## config.mk

```make
export PLATFORM = sky130hd
export DESIGN_NAME = tec_core
export DESIGN_NICKNAME = d
export VERILOG_FILES = /design/src/pkg/tec_pkg.sv /design/src/hw/tec_core.sv
export SDC_FILE = /design/constraint.sdc
export NUM_CORES = 1
export LEC_CHECK = 0
export ABC_CLOCK_PERIOD_IN_PS = 3300
export BUFFER_PORTS_ARGS = -buffer_cell sky130_fd_sc_hd__buf_2
export CORE_UTILIZATION = 49
export CTS_BUF_LIST = sky130_fd_sc_hd__clkbuf_16
export CTS_CLUSTER_DIAMETER = 60
export DETAILED_ROUTE_END_ITERATION = 12
export PLACE_DENSITY = 0.68
export SETUP_SLACK_MARGIN = 0.3
export SLEW_MARGIN = 30
export SYNTH_ARGS = -nofsm -noshare
export SYNTH_HDL_FRONTEND = slang
export SYNTH_SLANG_ARGS = --single-unit
```

## constraint.sdc

```tcl
create_clock -name mclk -period 3.3 [get_ports mclk]
set_input_delay 0.33 -clock mclk [delete_from_list [all_inputs] [get_ports mclk]]
set_output_delay 0.33 -clock mclk [all_outputs]
set_load 0.005 [all_outputs]
```

## src/pkg/tec_pkg.sv

```systemverilog
// Constants, register map and carrier types of the timestamp and event block.
// Assumes a single 250 MHz clock domain and an APB master with 32-bit data.
package tec_pkg;

  localparam int unsigned TEC_AW          = 8;
  localparam int unsigned TEC_NUM_EVENTS  = 11;
  localparam int unsigned TEC_NUM_STATS   = 5;
  localparam int unsigned TEC_EVT_ID_W    = 4;

  // Clock rate and the nanosecond step per clock
  localparam int unsigned TEC_CLK_MHZ     = 250;
  localparam logic [63:0] TEC_TICK_NS     = 64'(1000 / TEC_CLK_MHZ);

  // Register byte offsets
  localparam logic [7:0] TEC_OFS_CTRL     = 8'h00;
  localparam logic [7:0] TEC_OFS_CMD      = 8'h04;
  localparam logic [7:0] TEC_OFS_TIME_LO  = 8'h08;
  localparam logic [7:0] TEC_OFS_TIME_HI  = 8'h0c;
  localparam logic [7:0] TEC_OFS_CAPT_LO  = 8'h10;
  localparam logic [7:0] TEC_OFS_CAPT_HI  = 8'h14;
  localparam logic [7:0] TEC_OFS_STAT_SEL = 8'h18;
  localparam logic [7:0] TEC_OFS_STAT_CNT = 8'h1c;
  localparam logic [7:0] TEC_OFS_NTF_SEL  = 8'h20;
  localparam logic [7:0] TEC_OFS_NTF_SET  = 8'h24;
  localparam logic [7:0] TEC_OFS_STATUS   = 8'h28;

  // Field positions
  localparam int unsigned TEC_CTRL_SRC_BIT  = 0;
  localparam int unsigned TEC_CTRL_MODE_LSB = 1;
  localparam int unsigned TEC_CMD_CAPT_BIT  = 0;
  localparam int unsigned TEC_CMD_CLR_BIT   = 1;
  localparam int unsigned TEC_STS_NET_BIT   = 0;
  localparam int unsigned TEC_STS_PTP_BIT   = 1;
  localparam int unsigned TEC_STS_SLV_BIT   = 2;

  // Event indices
  localparam int unsigned TEC_EV_CAP_BEGIN  = 0;
  localparam int unsigned TEC_EV_CAP_FINISH = 1;
  localparam int unsigned TEC_EV_LINK_RATE  = 2;
  localparam int unsigned TEC_EV_ERROR      = 3;
  localparam int unsigned TEC_EV_WARNING    = 4;
  localparam int unsigned TEC_EV_INFO       = 5;
  localparam int unsigned TEC_EV_FIRST_ALARM_EVENT     = 6;
  localparam int unsigned TEC_EV_SECOND_ALARM_EVENT     = 7;
  localparam int unsigned TEC_EV_THIRD_ALARM_EVENT     = 8;
  localparam int unsigned TEC_EV_CAL_BEGIN  = 9;
  localparam int unsigned TEC_EV_CAL_DONE   = 10;

  // Statistic indices
  localparam int unsigned TEC_ST_RESEND      = 0;
  localparam int unsigned TEC_ST_RESEND_DROP = 1;
  localparam int unsigned TEC_ST_BAD_TRIG    = 2;
  localparam int unsigned TEC_ST_IMG_LOST    = 3;
  localparam int unsigned TEC_ST_PAUSE_RX    = 4;

  typedef enum logic [1:0] {
    TEC_NTF_OFF  = 2'h0,
    TEC_NTF_ON   = 2'h1,
    TEC_NTF_ONCE = 2'h2
  } tec_notify_t;

  typedef enum logic [1:0] {
    TEC_SYNC_OFF  = 2'h0,
    TEC_SYNC_AUTO = 2'h1
  } tec_sync_mode_t;

  typedef enum logic [1:0] {
    TEC_TX_IDLE = 2'b01,
    TEC_TX_BUSY = 2'b10
  } tec_tx_state_t;

  // Reset values
  localparam logic           TEC_SRC_RST  = 1'b0;
  localparam tec_sync_mode_t TEC_MODE_RST = TEC_SYNC_OFF;
  localparam tec_notify_t    TEC_NTF_RST  = TEC_NTF_OFF;

  typedef struct packed {
    logic              psel;
    logic              penable;
    logic              pwrite;
    logic [TEC_AW-1:0] paddr;
    logic [31:0]       pwdata;
  } tec_apb_req_t;

  typedef struct packed {
    logic [31:0] prdata;
    logic        pready;
    logic        pslverr;
  } tec_apb_rsp_t;

  typedef struct packed {
    logic [TEC_EVT_ID_W-1:0] id;
    logic [63:0]             stamp;
  } tec_evt_t;

endpackage

```

## src/hw/tec_core.sv

```systemverilog
// Timestamp counter, capture, statistics and event notification with an APB slave.
// Assumes event, statistic and precision-time inputs come from logic on mclk.
//
// Behaviour
// - Keep a readable 64-bit nanosecond timestamp counter.
// - Software selects the counter source: local clock or network time.
// - Local source advances the counter from the block's own clock.
// - Enabling precision time forces the network source, which then governs the counter.
// - Capture command copies the current counter into the captured value.
// - Captured value is 64 bits, equal to the counter at the command.
// - Clear command sets the counter to zero.
// - After a clear as slave, the counter resynchronises to the master.
// - Statistic readout returns the count chosen by the statistic selector.
// - Notify target selector picks which event's setting is read and written.
// - Setting Off: the event is never sent.
// - Setting On: every occurrence of the event is sent.
// - Setting Once: next occurrence is sent, then the setting turns Off.
// - Capture begin and capture finish commands each send an enabled event.
// - A link rate change sends an enabled event.
// - Error, warning and info messages each send their own enabled event.
// - Each of the three alarms sends its own enabled event.
// - Noise calibration start and completion each send an enabled event.
// - Sync mode Off disables the protocol; the network source bit still lets ptp_time_value load the counter.
// - Sync mode automatic enables the protocol; role comes from master selection.
// - Dropped resend requests still increment their statistic.
`timescale 1ns/1ps
module tec_core
  import tec_pkg::*;
(
  input  wire logic                               mclk,
  input  wire logic                               arst_n,
  input  wire tec_pkg::tec_apb_req_t              apb_req,
  output tec_pkg::tec_apb_rsp_t                   apb_rsp,
  input  wire logic                               capture_begin_event,
  input  wire logic                               capture_finish_event,
  input  wire logic                               link_rate_change_event,
  input  wire logic                               error_message_event,
  input  wire logic                               warning_message_event,
  input  wire logic                               info_message_event,
  input  wire logic                               first_alarm_event,
  input  wire logic                               second_alarm_event,
  input  wire logic                               third_alarm_event,
  input  wire logic                               noise_cal_begin_event,
  input  wire logic                               noise_cal_done_event,
  input  wire logic [tec_pkg::TEC_NUM_STATS-1:0]  stat_inc,
  input  wire logic                               ptp_time_load,
  input  wire logic [63:0]                        ptp_time_value,
  input  wire logic                               ptp_is_slave,
  output logic                                    ptp_enable,
  output logic                                    ptp_resync_req,
  output logic                                    evt_valid,
  input  wire logic                               evt_ready,
  output tec_pkg::tec_evt_t                       evt_out
);
  import tec_pkg::*;

  //////////////////////////////////////////////////////////////////////////////
  // APB decode

  logic                       apb_setup;
  logic                       apb_access;
  logic                       wr_ok;
  logic [31:0]                rd_next;
  logic                       err_next;
  logic [31:0]                rd_reg;
  logic                       err_reg;
  logic                       time_base_select_reg;
  tec_sync_mode_t             sync_mode_reg;
  logic [63:0]                time_reg;
  logic [63:0]                captured_time_reg;
  logic [31:0]                time_hi_shadow_reg;
  logic [2:0]                 stat_select_reg;
  logic [3:0]                 notify_target_select_reg;
  logic [31:0]                stat_reg [TEC_NUM_STATS];
  tec_notify_t                notify_reg [TEC_NUM_EVENTS];
  logic [TEC_NUM_EVENTS-1:0]  occur;
  logic [TEC_NUM_EVENTS-1:0]  gated;
  logic [TEC_NUM_EVENTS-1:0]  pend_reg;
  logic [TEC_NUM_EVENTS-1:0]  take;
  logic                       net_src;
  logic                       cmd_capture;
  logic                       cmd_clear;
  logic                       wr_sel_set;
  tec_tx_state_t              tx_state_reg;
  logic                       tx_load;
  logic [TEC_EVT_ID_W-1:0]    next_id;
  logic                       any_pend;

  assign apb_setup  = apb_req.psel & ~apb_req.penable;
  assign apb_access = apb_req.psel & apb_req.penable;
  assign wr_ok      = apb_access & apb_req.pwrite & ~err_reg;

  // No wait state: data prepared in setup, answered in the first access cycle
  assign apb_rsp.pready  = apb_access;
  assign apb_rsp.pslverr = apb_access & err_reg;
  assign apb_rsp.prdata  = rd_reg;

  always_comb begin
    rd_next  = 32'h0000_0000;
    err_next = 1'b0;
    unique case (apb_req.paddr)
      TEC_OFS_CTRL: begin
        rd_next[TEC_CTRL_SRC_BIT] = time_base_select_reg;
        rd_next[TEC_CTRL_MODE_LSB +: 2] = sync_mode_reg;
      end
      TEC_OFS_CMD:      rd_next = 32'h0000_0000;
      TEC_OFS_TIME_LO:  rd_next = time_reg[31:0];
      TEC_OFS_TIME_HI:  rd_next = time_hi_shadow_reg;
      TEC_OFS_CAPT_LO:  rd_next = captured_time_reg[31:0];
      TEC_OFS_CAPT_HI:  rd_next = captured_time_reg[63:32];
      TEC_OFS_STAT_SEL: rd_next[2:0] = stat_select_reg;
      TEC_OFS_STAT_CNT: begin
        if (stat_select_reg < 3'(TEC_NUM_STATS)) begin
          rd_next = stat_reg[stat_select_reg];
        end
      end
      TEC_OFS_NTF_SEL:  rd_next[3:0] = notify_target_select_reg;
      TEC_OFS_NTF_SET: begin
        if (notify_target_select_reg < 4'(TEC_NUM_EVENTS)) begin
          rd_next[1:0] = notify_reg[notify_target_select_reg];
        end
      end
      TEC_OFS_STATUS: begin
        rd_next[TEC_STS_NET_BIT] = net_src;
        rd_next[TEC_STS_PTP_BIT] = ptp_enable;
        rd_next[TEC_STS_SLV_BIT] = ptp_is_slave;
      end
      default:          err_next = 1'b1;
    endcase
  end

  always_ff @(posedge mclk or negedge arst_n) begin
    if (!arst_n) begin
      rd_reg  <= 32'h0000_0000;
      err_reg <= 1'b0;
    end else if (apb_setup) begin
      rd_reg  <= apb_req.pwrite ? 32'h0000_0000 : rd_next;
      err_reg <= err_next;
    end
  end

  // Low word read freezes the high word for a coherent 64-bit read
  always_ff @(posedge mclk or negedge arst_n) begin
    if (!arst_n) begin
      time_hi_shadow_reg <= 32'h0000_0000;
    end else if (apb_setup && !apb_req.pwrite && apb_req.paddr == TEC_OFS_TIME_LO) begin
      time_hi_shadow_reg <= time_reg[63:32];
    end
  end

  //////////////////////////////////////////////////////////////////////////////
  // Control

  always_ff @(posedge mclk or negedge arst_n) begin
    if (!arst_n) begin
      time_base_select_reg <= TEC_SRC_RST;
      sync_mode_reg        <= TEC_MODE_RST;
    end else if (wr_ok && apb_req.paddr == TEC_OFS_CTRL) begin
      time_base_select_reg <= apb_req.pwdata[TEC_CTRL_SRC_BIT];
      if (apb_req.pwdata[TEC_CTRL_MODE_LSB +: 2] == TEC_SYNC_AUTO) begin
        sync_mode_reg <= TEC_SYNC_AUTO;
      end else if (apb_req.pwdata[TEC_CTRL_MODE_LSB +: 2] == TEC_SYNC_OFF) begin
        sync_mode_reg <= TEC_SYNC_OFF;
      end
    end
  end

  always_ff @(posedge mclk or negedge arst_n) begin
    if (!arst_n) begin
      stat_select_reg          <= 3'h0;
      notify_target_select_reg <= 4'h0;
    end else if (wr_ok) begin
      if (apb_req.paddr == TEC_OFS_STAT_SEL) begin
        stat_select_reg <= apb_req.pwdata[2:0];
      end
      if (apb_req.paddr == TEC_OFS_NTF_SEL) begin
        notify_target_select_reg <= apb_req.pwdata[3:0];
      end
    end
  end

  assign ptp_enable  = (sync_mode_reg == TEC_SYNC_AUTO);
  assign net_src     = ptp_enable | time_base_select_reg;
  assign cmd_capture = wr_ok && apb_req.paddr == TEC_OFS_CMD && apb_req.pwdata[TEC_CMD_CAPT_BIT];
  assign cmd_clear   = wr_ok && apb_req.paddr == TEC_OFS_CMD && apb_req.pwdata[TEC_CMD_CLR_BIT];

  //////////////////////////////////////////////////////////////////////////////
  // Timestamp counter

  always_ff @(posedge mclk or negedge arst_n) begin
    if (!arst_n) begin
      time_reg <= 64'h0;
    end else if (cmd_clear) begin
      time_reg <= 64'h0;
    end else if (net_src && ptp_time_load) begin
      time_reg <= ptp_time_value;
    end else begin
      time_reg <= time_reg + TEC_TICK_NS;
    end
  end

  always_ff @(posedge mclk or negedge arst_n) begin
    if (!arst_n) begin
      captured_time_reg <= 64'h0;
    end else if (cmd_capture) begin
      captured_time_reg <= time_reg;
    end
  end

  // Ask the protocol engine to realign after a clear as slave
  always_ff @(posedge mclk or negedge arst_n) begin
    if (!arst_n) begin
      ptp_resync_req <= 1'b0;
    end else begin
      ptp_resync_req <= cmd_clear & ptp_enable & ptp_is_slave;
    end
  end

  //////////////////////////////////////////////////////////////////////////////
  // Statistics

  for (genvar s = 0; s < TEC_NUM_STATS; s++) begin : g_stat
    always_ff @(posedge mclk or negedge arst_n) begin
      if (!arst_n) begin
        stat_reg[s] <= 32'h0000_0000;
      end else if (stat_inc[s]) begin
        stat_reg[s] <= stat_reg[s] + 32'h0000_0001;
      end
    end
    a_stat_step: assert property (@(posedge mclk) disable iff (!arst_n)
      stat_inc[s] |=> stat_reg[s] == $past(stat_reg[s]) + 32'h0000_0001)
      else $error("statistic did not step");
  end

  //////////////////////////////////////////////////////////////////////////////
  // Event notification

  assign occur[TEC_EV_CAP_BEGIN]  = capture_begin_event;
  assign occur[TEC_EV_CAP_FINISH] = capture_finish_event;
  assign occur[TEC_EV_LINK_RATE]  = link_rate_change_event;
  assign occur[TEC_EV_ERROR]      = error_message_event;
  assign occur[TEC_EV_WARNING]    = warning_message_event;
  assign occur[TEC_EV_INFO]       = info_message_event;
  assign occur[TEC_EV_FIRST_ALARM_EVENT]     = first_alarm_event;
  assign occur[TEC_EV_SECOND_ALARM_EVENT]     = second_alarm_event;
  assign occur[TEC_EV_THIRD_ALARM_EVENT]     = third_alarm_event;
  assign occur[TEC_EV_CAL_BEGIN]  = noise_cal_begin_event;
  assign occur[TEC_EV_CAL_DONE]   = noise_cal_done_event;

  assign wr_sel_set = wr_ok && apb_req.paddr == TEC_OFS_NTF_SET;

  for (genvar e = 0; e < TEC_NUM_EVENTS; e++) begin : g_evt
    assign gated[e] = occur[e] && notify_reg[e] != TEC_NTF_OFF;

    // Software write wins over the automatic disable
    always_ff @(posedge mclk or negedge arst_n) begin
      if (!arst_n) begin
        notify_reg[e] <= TEC_NTF_RST;
      end else if (wr_sel_set && notify_target_select_reg == 4'(e)) begin
        unique case (apb_req.pwdata[1:0])
          TEC_NTF_ON:   notify_reg[e] <= TEC_NTF_ON;
          TEC_NTF_ONCE: notify_reg[e] <= TEC_NTF_ONCE;
          default:      notify_reg[e] <= TEC_NTF_OFF;
        endcase
      end else if (occur[e] && notify_reg[e] == TEC_NTF_ONCE) begin
        notify_reg[e] <= TEC_NTF_OFF;
      end
    end

    // New occurrence wins over the clear by the sender
    always_ff @(posedge mclk or negedge arst_n) begin
      if (!arst_n) begin
        pend_reg[e] <= 1'b0;
      end else begin
        pend_reg[e] <= (pend_reg[e] & ~take[e]) | gated[e];
      end
    end

    a_off_silent: assert property (@(posedge mclk) disable iff (!arst_n)
      !pend_reg[e] && notify_reg[e] == TEC_NTF_OFF |=> !pend_reg[e])
      else $error("disabled event became pending");
    a_on_pending: assert property (@(posedge mclk) disable iff (!arst_n)
      occur[e] && notify_reg[e] == TEC_NTF_ON |=> pend_reg[e] && notify_reg[e] == TEC_NTF_ON
        || $past(wr_sel_set))
      else $error("enabled event not queued");
    a_once_drop: assert property (@(posedge mclk) disable iff (!arst_n)
      occur[e] && notify_reg[e] == TEC_NTF_ONCE && !wr_sel_set
        |=> pend_reg[e] && notify_reg[e] == TEC_NTF_OFF)
      else $error("once setting not consumed");
  end

  always_comb begin
    next_id = '0;
    for (int i = TEC_NUM_EVENTS - 1; i >= 0; i--) begin
      if (pend_reg[i]) begin
        next_id = TEC_EVT_ID_W'(i);
      end
    end
  end

  assign any_pend = |pend_reg;
  assign tx_load  = any_pend && (tx_state_reg == TEC_TX_IDLE || evt_ready);

  for (genvar t = 0; t < TEC_NUM_EVENTS; t++) begin : g_take
    assign take[t] = tx_load && next_id == TEC_EVT_ID_W'(t);
  end

  always_ff @(posedge mclk or negedge arst_n) begin
    if (!arst_n) begin
      tx_state_reg <= TEC_TX_IDLE;
    end else begin
      unique case (tx_state_reg)
        TEC_TX_IDLE: if (tx_load) tx_state_reg <= TEC_TX_BUSY;
        TEC_TX_BUSY: if (evt_ready && !tx_load) tx_state_reg <= TEC_TX_IDLE;
        default:     tx_state_reg <= TEC_TX_IDLE;
      endcase
    end
  end

  always_ff @(posedge mclk or negedge arst_n) begin
    if (!arst_n) begin
      evt_out <= '0;
    end else if (tx_load) begin
      evt_out.id    <= next_id;
      evt_out.stamp <= time_reg;
    end
  end

  assign evt_valid = (tx_state_reg == TEC_TX_BUSY);

  //////////////////////////////////////////////////////////////////////////////
  // Checks

  a_clear_zero: assert property (@(posedge mclk) disable iff (!arst_n)
    cmd_clear |=> time_reg == 64'h0)
    else $error("clear did not zero counter");
  a_capture_val: assert property (@(posedge mclk) disable iff (!arst_n)
    cmd_capture |=> captured_time_reg == $past(time_reg))
    else $error("capture value wrong");
  a_local_step: assert property (@(posedge mclk) disable iff (!arst_n)
    !net_src && !cmd_clear |=> time_reg == $past(time_reg) + TEC_TICK_NS)
    else $error("local step wrong");
  a_net_load: assert property (@(posedge mclk) disable iff (!arst_n)
    net_src && ptp_time_load && !cmd_clear |=> time_reg == $past(ptp_time_value))
    else $error("network time not taken");
  a_sync_off: assert property (@(posedge mclk) disable iff (!arst_n)
    sync_mode_reg == TEC_SYNC_OFF |-> !ptp_enable && net_src == time_base_select_reg)
    else $error("protocol active while off");
  a_auto_net: assert property (@(posedge mclk) disable iff (!arst_n)
    sync_mode_reg == TEC_SYNC_AUTO |-> ptp_enable && net_src)
    else $error("automatic mode not on network source");
  a_resync_req: assert property (@(posedge mclk) disable iff (!arst_n)
    cmd_clear && ptp_enable && ptp_is_slave |=> ptp_resync_req ##1 !ptp_resync_req
      || cmd_clear)
    else $error("resync request missing");
  a_evt_hold: assert property (@(posedge mclk) disable iff (!arst_n)
    evt_valid && !evt_ready |=> evt_valid && $stable(evt_out))
    else $error("event dropped before accept");
  a_cnt_read: assert property (@(posedge mclk) disable iff (!arst_n)
    apb_setup && !apb_req.pwrite && apb_req.paddr == TEC_OFS_STAT_CNT
      && stat_select_reg == 3'h1 |=> rd_reg == $past(stat_reg[1]))
    else $error("statistic readout wrong");

  c_capture:   cover property (@(posedge mclk) disable iff (!arst_n) cmd_capture);
  c_net_clear: cover property (@(posedge mclk) disable iff (!arst_n)
    cmd_clear && ptp_enable && ptp_is_slave);
  c_evt_sent:  cover property (@(posedge mclk) disable iff (!arst_n) evt_valid && evt_ready);
  c_stall:     cover property (@(posedge mclk) disable iff (!arst_n)
    evt_valid && !evt_ready ##1 evt_valid && evt_ready);

endmodule

```

======== Word-level counts from Yosys, hierarchy flattened ========
Cells that the tools add are included.
cells by class
  add/sub/neg operators ................... 6
  order comparisons ....................... 4
  equal/unequal tests ..................... 49
  mux-type cells .......................... 55
  bitwise logic cells ..................... 45
  reductions and logical operators ........ 90
operators with widths
  kind                   count
  $add 32x1->32 const B  5
  $pmux 28 s5            1
  $mux 32                4
  $mux 64                2
  $bmux 32 s3            1
  $add 64x3->64 const B  1
  $mux 2                 29
  $logic_and 1x1->1      54
  $reduce_bool 2->1      23
  $mux 4                 11
  $eq 4x3->1 const B     8
  $eq 8x5->1 const B     4
  $eq 2x2->1 const B     13
  $eq 4x4->1 const B     6
  $eq 8x6->1 const B     3
  $reduce_or 11->1       2
  $pmux 2 s10            1
  $and 1x1->1            18
  $eq 4x2->1 const B     4
  $eq 8x4->1 const B     2
  $not 1->1              13
  $or 1x1->1             12
  $pmux 1 s9             1
  $bmux 2 s4             1
  other kinds (20)       30
storage, ports and cells
  register bits ........................... 467
  input bits .............................. 128
  output and inout port bits .............. 105
  logic and storage cells ................. 289

======== Depth between registers and ports, before layout ========
Gate-level depths: netlist (run 1).
  depth in word-level cells ............... 16
  mapped depth ............................ 9

======== Worst setup path after synthesis (run 1) ========
OpenSTA, ideal clock, no wires.
  path kind ............................... flip-flop to flip-flop
  start ................................... register time_reg[8]
  end ..................................... register time_reg[31]
  library setup time ...................... 0.087 ns
  arrival time ............................ 2.106 ns
  slack ................................... 1.108 ns
  cell stages (with the launch flop) ...... 8
  buffers on the path ..................... 1
  cells stage by stage .................... dfrtp_1 buf_2 nand4_2 or4_4 nor2_4 or4b_1 xor2_1 a211oi_2
on the way
  word-level cells in the longest chain between the ends .. 3
RTL lines
  item                    line             RTL
  from (decl)             tec_core.sv:69   logic [63:0] time_reg;
  from (signal assigned)  tec_core.sv:196  time_reg <= ptp_time_value;
  from (signal assigned)  tec_core.sv:198  time_reg <= time_reg + TEC_TICK_NS;
  $add 64x3->64           tec_core.sv:198
  $mux 64                 tec_core.sv:195  end else if (net_src && ptp_time_load) begin
  $mux 64                 tec_core.sv:193  end else if (cmd_clear) begin
No other way between the ends.
A chain may end at the register's enable or synchronous reset.

======== Final worst setup path (run 1) ========
  start ................................... register time_reg[2]
  end ..................................... register time_reg[42]
The elaborated chain is that of the path after synthesis.

==> impl_metrics.csv, run 1 <==
group,metric,value,unit
flow_run,maxCapViolCount,0,
cts,numClockSinks,466,
route,drt_iter0_drc,1605,
timing,fin_tns_setup,0,ns
placement,dpl.hpwl,41660,µm
global_routing,grt_overflow,0,
setup_path,crit_chain,"ha_1 > nand2_1 > nor4_1 > buf_4 > and4_1 > nand4_1 > xor2_1 > a21oi_1",
setup_path,arrival,3.00,ns
global_routing,grt_pass1_vias,16510,
route,vias,16470,
floorplan,placement_rows,77,
timing,fin_skew,0.01656,ns
yosys,syn_inst,2018,
timing,whs,0.02808,ns
yosys,yosys_warnings,0,
route,postRouteAntennaNets,0,
power,ir_drop,410.6,µV
final_layout,n_antenna_cell,0,
cts,clk_pin_slew,0.06,ns
timing,setup_viol,0,
floorplan,die_h,214.7,µm
route,viasPerCell,5.788,
cts,cts.htree.levels,2,
power,pwr-share-clk,0.370,
power,p_int,0.01040,W
floorplan,die_area,0.04608,mm²
timing,max_slew_margin,0.3868,
final_layout,largest_register_ffs,160,
yosys,yosysTopAreaCell,"dfrtp_1",
cts,clk_path_buf_depth,3,
yosys,synth_cell_types,67,
setup_path,critPathMaxStageDelay,0.59,ns
final_layout,area_delta_synth_final,15.62,%
global_routing,grt_pass1_wl,92750,µm
timing,hold_viol,0,
setup_path,path_max_fanout,8,
final_layout,seqCellArea,0.01166,mm²
final_layout,drive_above_1_share,0.2344,
yosys,netlist.area_leader.share,0.5251,
final_layout,fillCellCount,3734,
worst_hold_path,hold_path_class,"primary input to flop",
power,switching_share,0.2706,
setup_path,cp_top_family,"simple AND/OR/NAND/NOR gates",
yosys,ys_async_sr_fraction,1.000,
route,drcViolationCount,0,
setup_path,cp-start-kind,"flop",
power,p_per_area,556.3,mW/mm²
global_routing,grt_max_degree,89,
setup_path,crit_path_end_kind,"flop",
floorplan,die_w,214.7,µm
setup_path,worstSetupPathType,"flop to flop",
yosys,synth_area,0.02216,mm²
power,pwr-share-seq,0.502,
floorplan,pin_count,233,
timing,max_clock_freq,0.3983,GHz
yosys,ys_ff_latch,466,
global_routing,grt_use_total,0.2555,
power,p_comb_frac,0.127,
timing,worst_pin_slew,0.9199,ns
floorplan,core-area,0.04441,mm²
cts,cts_buffers,48,
global_routing,antenna_found_initial,3,
placement,place.port_buffers,204,
placement,gp_congestion,0.9255,
yosys,syn_nets,2152,
setup_path,required,3.79,ns
timing,drv_slew,0,
cts,cts_tree,"done",
yosys,yosys-top-cells-area,"dfrtp_1, mux2_2, xnor2_1",
route,wl_per_cell,20.42,µm
timing,period_minus_slack,2.510,ns
timing,fin_crit_sh,0.7607,
route,finalWirelength,58100,µm
power,p_leak,11.48,nW
yosys,syn_area_per_cell,10.98,µm²
route,drt_pass1_iterations,5,
cts,clock-root-buffer,"clkbuf_16",
floorplan,start_util,0.4989,
setup_path,crit_slowest_cell,"dfrtp_1",
yosys,synth_edf_count,0,
final_layout,multi_input_area,0.009958,mm²
yosys,yosysSeqAreaShare,0.5263,
power,p_switching,0.003857,W
outcome,status,"completed",
final_layout,nNetsFinal,2349,
yosys,synth_ff_type,"dfrtp_1",
setup_path,path_buf_inv,1,
cts,insertion_delay,0.59,ns
timing,rsz0062_at_grt,"no",
==> worst min-delay path, cell delays in order <==
cell and delay (ns):
buf_2 0.12, o21ai_0 0.07, nand2_1 0.05
==> power groups by stage <==
stage | clock network [W] | registers, W | logic (W)
final | 0.00528 | 0.00716 | 0.00181
after floorplan | 0 | 0.00699 | 0.00104
after global placement | 0 | 0.00720 | 0.00176
after CTS | 0.00537 | 0.00714 | 0.00184
after detailed placement | 0 | 0.00724 | 0.00181
after global routing | 0.00559 | 0.00725 | 0.00201
==> layer usage <==
| metal | vias up | global-route usage | routed length [µm] |
|---|---|---|---|
| li1 | 7608 | - | - |
| met1 | 8301 | 0.3716 | 26660 |
| met2 | 475 | 0.3941 | 26720 |
| met3 | 82 | 0.04596 | 3364 |
| met4 | 2 | 0.06881 | 1337 |
| met5 | - | 0 | 13 |
==> cells in the final DEF, fill, tap and decap left out, types with 50 or more instances in the layout <==
cell         n
a21oi_1     81
a22oi_1     65
buf_2      203
clkbuf_16   50
dfrtp_1    464
mux2_2     160
nand2_1    219
nand3_1     75
nor2_1      96
o21ai_0    135
xnor2_1    140
xor2_1      74
==> area by class of cell <==
cell class                 instances  share of cell area
clock buffer                      50             0.04884
clock inverter                    38             0.01065
inverter                          34            0.004981
multi-input combinational       1406              0.3887
sequential                       466              0.4552
tap                              592             0.02891
timing repair buffer             259             0.06270
==> logic make-up after synthesis <==
family,count (synthesis),synth area share
muxes,209,0.1226
xor gates and xnor gates,214,0.08458
DFF,466,0.5263
adders and majority gates,6,0.003388
AOI/OAI and AO/OA,360,0.09841
and+or+nand+nor,617,0.1388
buffers and inverters,146,0.02592
==> cells in the mapped netlist (12+ instances only) <==
cell type  number
nor3_1         30
buf_2          17
dfrtp_1       465
and4_1         25
nand3_1        75
mux2_2        160
and3_1         46
nand2_1       220
and2_1         14
o211ai_1       26
a21oi_1        81
xor2_1         74
mux4_2         34
nand4_1        46
mux2i_1        15
o21ai_0       135
nor2b_1        12
inv_1          33
a22oi_1        65
xnor2_1       140
a211oi_1       24
nor2_1         97
clkbuf_1       88
==> through the flow <==
stage	setup WS [ns]	instance area (µm²)	instances	util	power (W)
after floorplan	1.108	22160	2018	-	0.008029
after detailed placement	0.6658	23960	2744	0.5395	0.009053
after CTS	0.7422	25610	2844	0.5765	0.01435
after global placement	0.6521	23950	2743	0.5393	0.008965
after global routing	0.6069	25620	2845	0.5769	0.01485
final	0.7895	25620	2845	0.5769	0.01425
==> path summary, 6_finish.rpt <==
kind                                                start                   endpoint  slack, ns  depth (start not counted)
worst max-delay path                time_reg[2]$_DFF_PN0_     time_reg[42]$_DFF_PN0_       0.79                          8
worst min-delay path                  error_message_event      pend_reg[3]$_DFF_PN0_       0.03                          3
worst max register to register      time_reg[2]$_DFF_PN0_     time_reg[42]$_DFF_PN0_       0.79                          8
worst min register to register  stat_reg[127]$_DFFE_PN0P_  stat_reg[127]$_DFFE_PN0P_       0.47                          1
max in group asynchronous                          arst_n  stat_reg[131]$_DFFE_PN0P_       2.18                          3
min in group asynchronous                          arst_n   stat_reg[33]$_DFFE_PN0P_       0.26                          2
==> what timing repair did <==
action                    in CTS  in global routing
hold endpoints to repair      53                  0
setup buffers                  0                  0
resized for setup              0                  0
hold buffers                  12                  0
Power figures use the tool's default switching activity.
==> run 2, diff against run 1 <==
--- a/config.mk
+++ b/config.mk
@@ -5,7 +5,8 @@
 export SDC_FILE = /design/constraint.sdc
 export NUM_CORES = 1
 export LEC_CHECK = 0
-export ABC_CLOCK_PERIOD_IN_PS = 3300
+export ABC_AREA = 1
+export ABC_CLOCK_PERIOD_IN_PS = 2400
 export BUFFER_PORTS_ARGS = -buffer_cell sky130_fd_sc_hd__buf_2
 export CORE_UTILIZATION = 49
 export CTS_BUF_LIST = sky130_fd_sc_hd__clkbuf_16
==> constraint.sdc (replaced) <==
create_clock -name mclk -period 2.4 [get_ports mclk]
set_input_delay 0.24 -clock mclk [delete_from_list [all_inputs] [get_ports mclk]]
set_output_delay 0.24 -clock mclk [all_outputs]
set_load 0.005 [all_outputs]
==> run 2 against run 1 <==
Non-clock buffer count is 87 higher. Die area is 16% higher. Sequential power is 42% higher. Largest cell class is now multi-input gates. Largest power group unchanged. Highest routed layer unchanged.
==> impl_metrics.csv, run 2 <==
group,metric,value,unit
placement,dpl.hpwl,61660,µm
route,wl_per_cell,18.12,µm
yosys,synth_ff_type,"dfrtp_1",
setup_path,critPathMaxStageDelay,0.53,ns
cts,numClockSinks,466,
power,pwr-share-seq,0.435,
floorplan,core-area,0.05161,mm²
cts,cts.htree.levels,2,
placement,post-place-ws,0.3840,ns
worst_hold_path,hold_path_class,"primary input to flop",
timing,worst_pin_slew,0.6448,ns
global_routing,antenna_found_initial,1,
yosys,syn_area_per_cell,7.353,µm²
yosys,yosys-top-cells-area,"dfrtp_1, nand2_1, o21ai_0",
timing,hold_viol,0,
yosys,netlist.area_leader.share,0.4523,
cts,insertion_delay,0.63,ns
setup_path,cp-start-kind,"flop",
setup_path,crit_top_cell,"nand2_1",
outcome,status,"completed",
setup_path,crit_slowest_cell,"dfrtp_1",
setup_path,worstSetupPathType,"flop to flop",
route,postRouteAntennaNets,0,
floorplan,die_w,231.1,µm
power,pwr-share-clk,0.337,
timing,fin_skew,0.02884,ns
yosys,yosysMostFrequentCell,"nand2_1",
timing,setup_slack,0.3846,ns
timing,rsz0062_at_grt,"yes",
floorplan,pin_count,233,
final_layout,fillCellCount,4957,
yosys,ys_async_sr_fraction,1.000,
final_layout,mostFrequentLayoutCell,"nand2_1",
cts,clock-root-buffer,"clkbuf_16",
route,drcViolationCount,0,
global_routing,grt_overflow,0,
global_routing,grt_max_degree,129,
placement,dp.cells,4338,
timing,fin_tns_setup,0,ns
yosys,yosysSeqAreaShare,0.4533,
placement,gp_congestion,0.9496,
final_layout,drive_above_1_share,0.1165,
floorplan,start_util,0.4985,
global_routing,grt_pass1_vias,22710,
timing,setup_viol,0,
setup_path,crit_path_end_kind,"flop",
cts,cts_tree,"done",
route,drt_iter0_drc,2148,
yosys,synthTopCellsByCount,"nand2_1, dfrtp_1, inv_1, o21ai_0, nor2_1",
yosys,yosys_warnings,0,
final_layout,layout_common_cells,"nand2_1, dfrtp_1, inv_1",
final_layout,largest_register_ffs,160,
power,p_leak,15.47,nW
yosys,synth_cell_types,43,
route,viasPerCell,5.293,
global_routing,grt_use_total,0.3067,
timing,drv_slew,0,
route,drt_pass1_iterations,6,
power,p_int,0.01548,W
route,vias,23860,
route,finalWirelength,81690,µm
final_layout,nNetsFinal,3924,
final_layout,area_delta_synth_final,17.69,%
global_routing,grt_pass1_wl,127100,µm
placement,place.port_buffers,204,
timing,fin_crit_sh,0.8398,
timing,max_clock_freq,0.4962,GHz
yosys,ys_ff_latch,466,
setup_path,path_max_fanout,5,
power,p_per_area,777.8,mW/mm²
cts,clk_path_buf_depth,3,
setup_path,crit_chain,"nand2_1 > nor2_1 > nand2_1 > nor2_1 > nand3_1 > nand2_1 > nand3_1 > nand2_1 > inv_1",
cts,cts_buffers,53,
power,p_switching,0.008070,W
power,p_comb_frac,0.228,
power,switching_share,0.3427,
flow_run,maxCapViolCount,0,
yosys,syn_inst,3499,
setup_path,required,2.92,ns
yosys,syn_nets,3633,
cts,clk_pin_slew,0.06,ns
floorplan,placement_rows,83,
yosys,synth_area,0.02573,mm²
yosys,yosysTopAreaCell,"dfrtp_1",
power,ir_drop,830.3,µV
timing,max_slew_margin,0.5668,
floorplan,die_area,0.05343,mm²
yosys,synth_edf_count,0,
final_layout,final_cells,4508,
setup_path,arrival,2.54,ns
floorplan,die_h,231.1,µm
timing,period_minus_slack,2.015,ns
-- run 2: cell types whose count changed in the layout (fill, tap and decap cells not counted), sizes merged, moves of 65 or more --
cell         change
a22oi           -65
dlygate4sd3     +65
inv            +408
mux2           -160
nand2          +907
nand3          +150
nor2           +192
nor3            +70
o21ai          +206
xnor2          -133
xor2            +84
-- run 2: area by class of cell --
type,count,area (µm²),area share
multi-input cells,2483,12010,0.3968
flip-flops and latches,466,11670,0.3853
repair buffers,346,2427,0.08017
inverters,440,1652,0.05455
clock buffers,54,1351,0.04463
well taps,680,850.8,0.02810
clock inverters,38,315.3,0.01041
diodes,1,2.502,0.00008265
-- run 2: final timing paths --
path	startpoint	endpoint	slack (ns)	cells after the start
min in group asynchronous	arst_n	stat_reg[127]$_DFFE_PN0P_	0.15	2
max in group asynchronous	arst_n	notify_reg[13]$_DFFE_PN0P_	1.38	3
min	ptp_time_value[38]	time_reg[38]$_DFF_PN0_	0.04	3
min reg2reg	stat_reg[43]$_DFFE_PN0P_	stat_reg[43]$_DFFE_PN0P_	0.47	1
max	time_reg[21]$_DFF_PN0_	time_reg[51]$_DFF_PN0_	0.38	9
max reg2reg	time_reg[21]$_DFF_PN0_	time_reg[51]$_DFF_PN0_	0.38	9
-- run 2: timing repair --
action                                  CTS  global route
hold buffers                             77             0
buffers inserted                          0             0
endpoints found under the setup margin    0            18
gates resized for setup                   0            16
hold endpoints to repair                195             0
-- run 2: metal layers --
metal / vias to the layer above / global-route usage / share of wire
met2: 779 / 0.4884 / 0.46
li1: 11690 / - / -
met1: 11240 / 0.4257 / 0.44
met5: - / 0 / 0.00016
met4: 2 / 0.1095 / 0.034
met3: 145 / 0.04491 / 0.061
-- run 2: critical path: cells and delay by family (launching register included) --
| family | cells | cell delay [ns] |
|---|---|---|
| buffers and inverters | 1 | 0.03 |
| DFF | 1 | 0.53 |
| and+or+nand+nor | 8 | 1.34 |
-- run 2: kinds of logic (layout without fill, tap and decap cells) --
logic type	Yosys count	count (layout)	synth area share
adders and majority gates	6	6	0.002918
buffers and inverters	550	878	0.08345
and+or+nand+nor	1848	1848	0.3078
DFF	466	466	0.4533
xor gates and xnor gates	165	165	0.05617
other	0	1	0
AOI/OAI and AO/OA	464	464	0.09639
-- run 2: through the flow --
| stage | hold WS, ns | instance area [µm²] | util | power, W |
|---|---|---|---|---|
| 2_1_floorplan | -0.05559 | 25730 | - | 0.01339 |
| 3_3_place_gp | 0.2040 | 27770 | 0.5381 | 0.01540 |
| 3_5_place_dp | 0.2030 | 27770 | 0.5381 | 0.01553 |
| 4_1_cts | 0.001837 | 30210 | 0.5853 | 0.02362 |
| 5_1_grt | 0.03704 | 30280 | 0.5866 | 0.02485 |
| 6_report | 0.03700 | 30280 | 0.5866 | 0.02355 |
-- run 2: power by group through the flow --
stage	registers, W	clock network (W)	logic (W)
after floorplan	0.0101	0	0.00331
after global placement	0.0103	0	0.00508
after detailed placement	0.0103	0	0.00522
after CTS	0.0102	0.00807	0.00535
after global routing	0.0104	0.00837	0.00610
final	0.0102	0.00794	0.00537
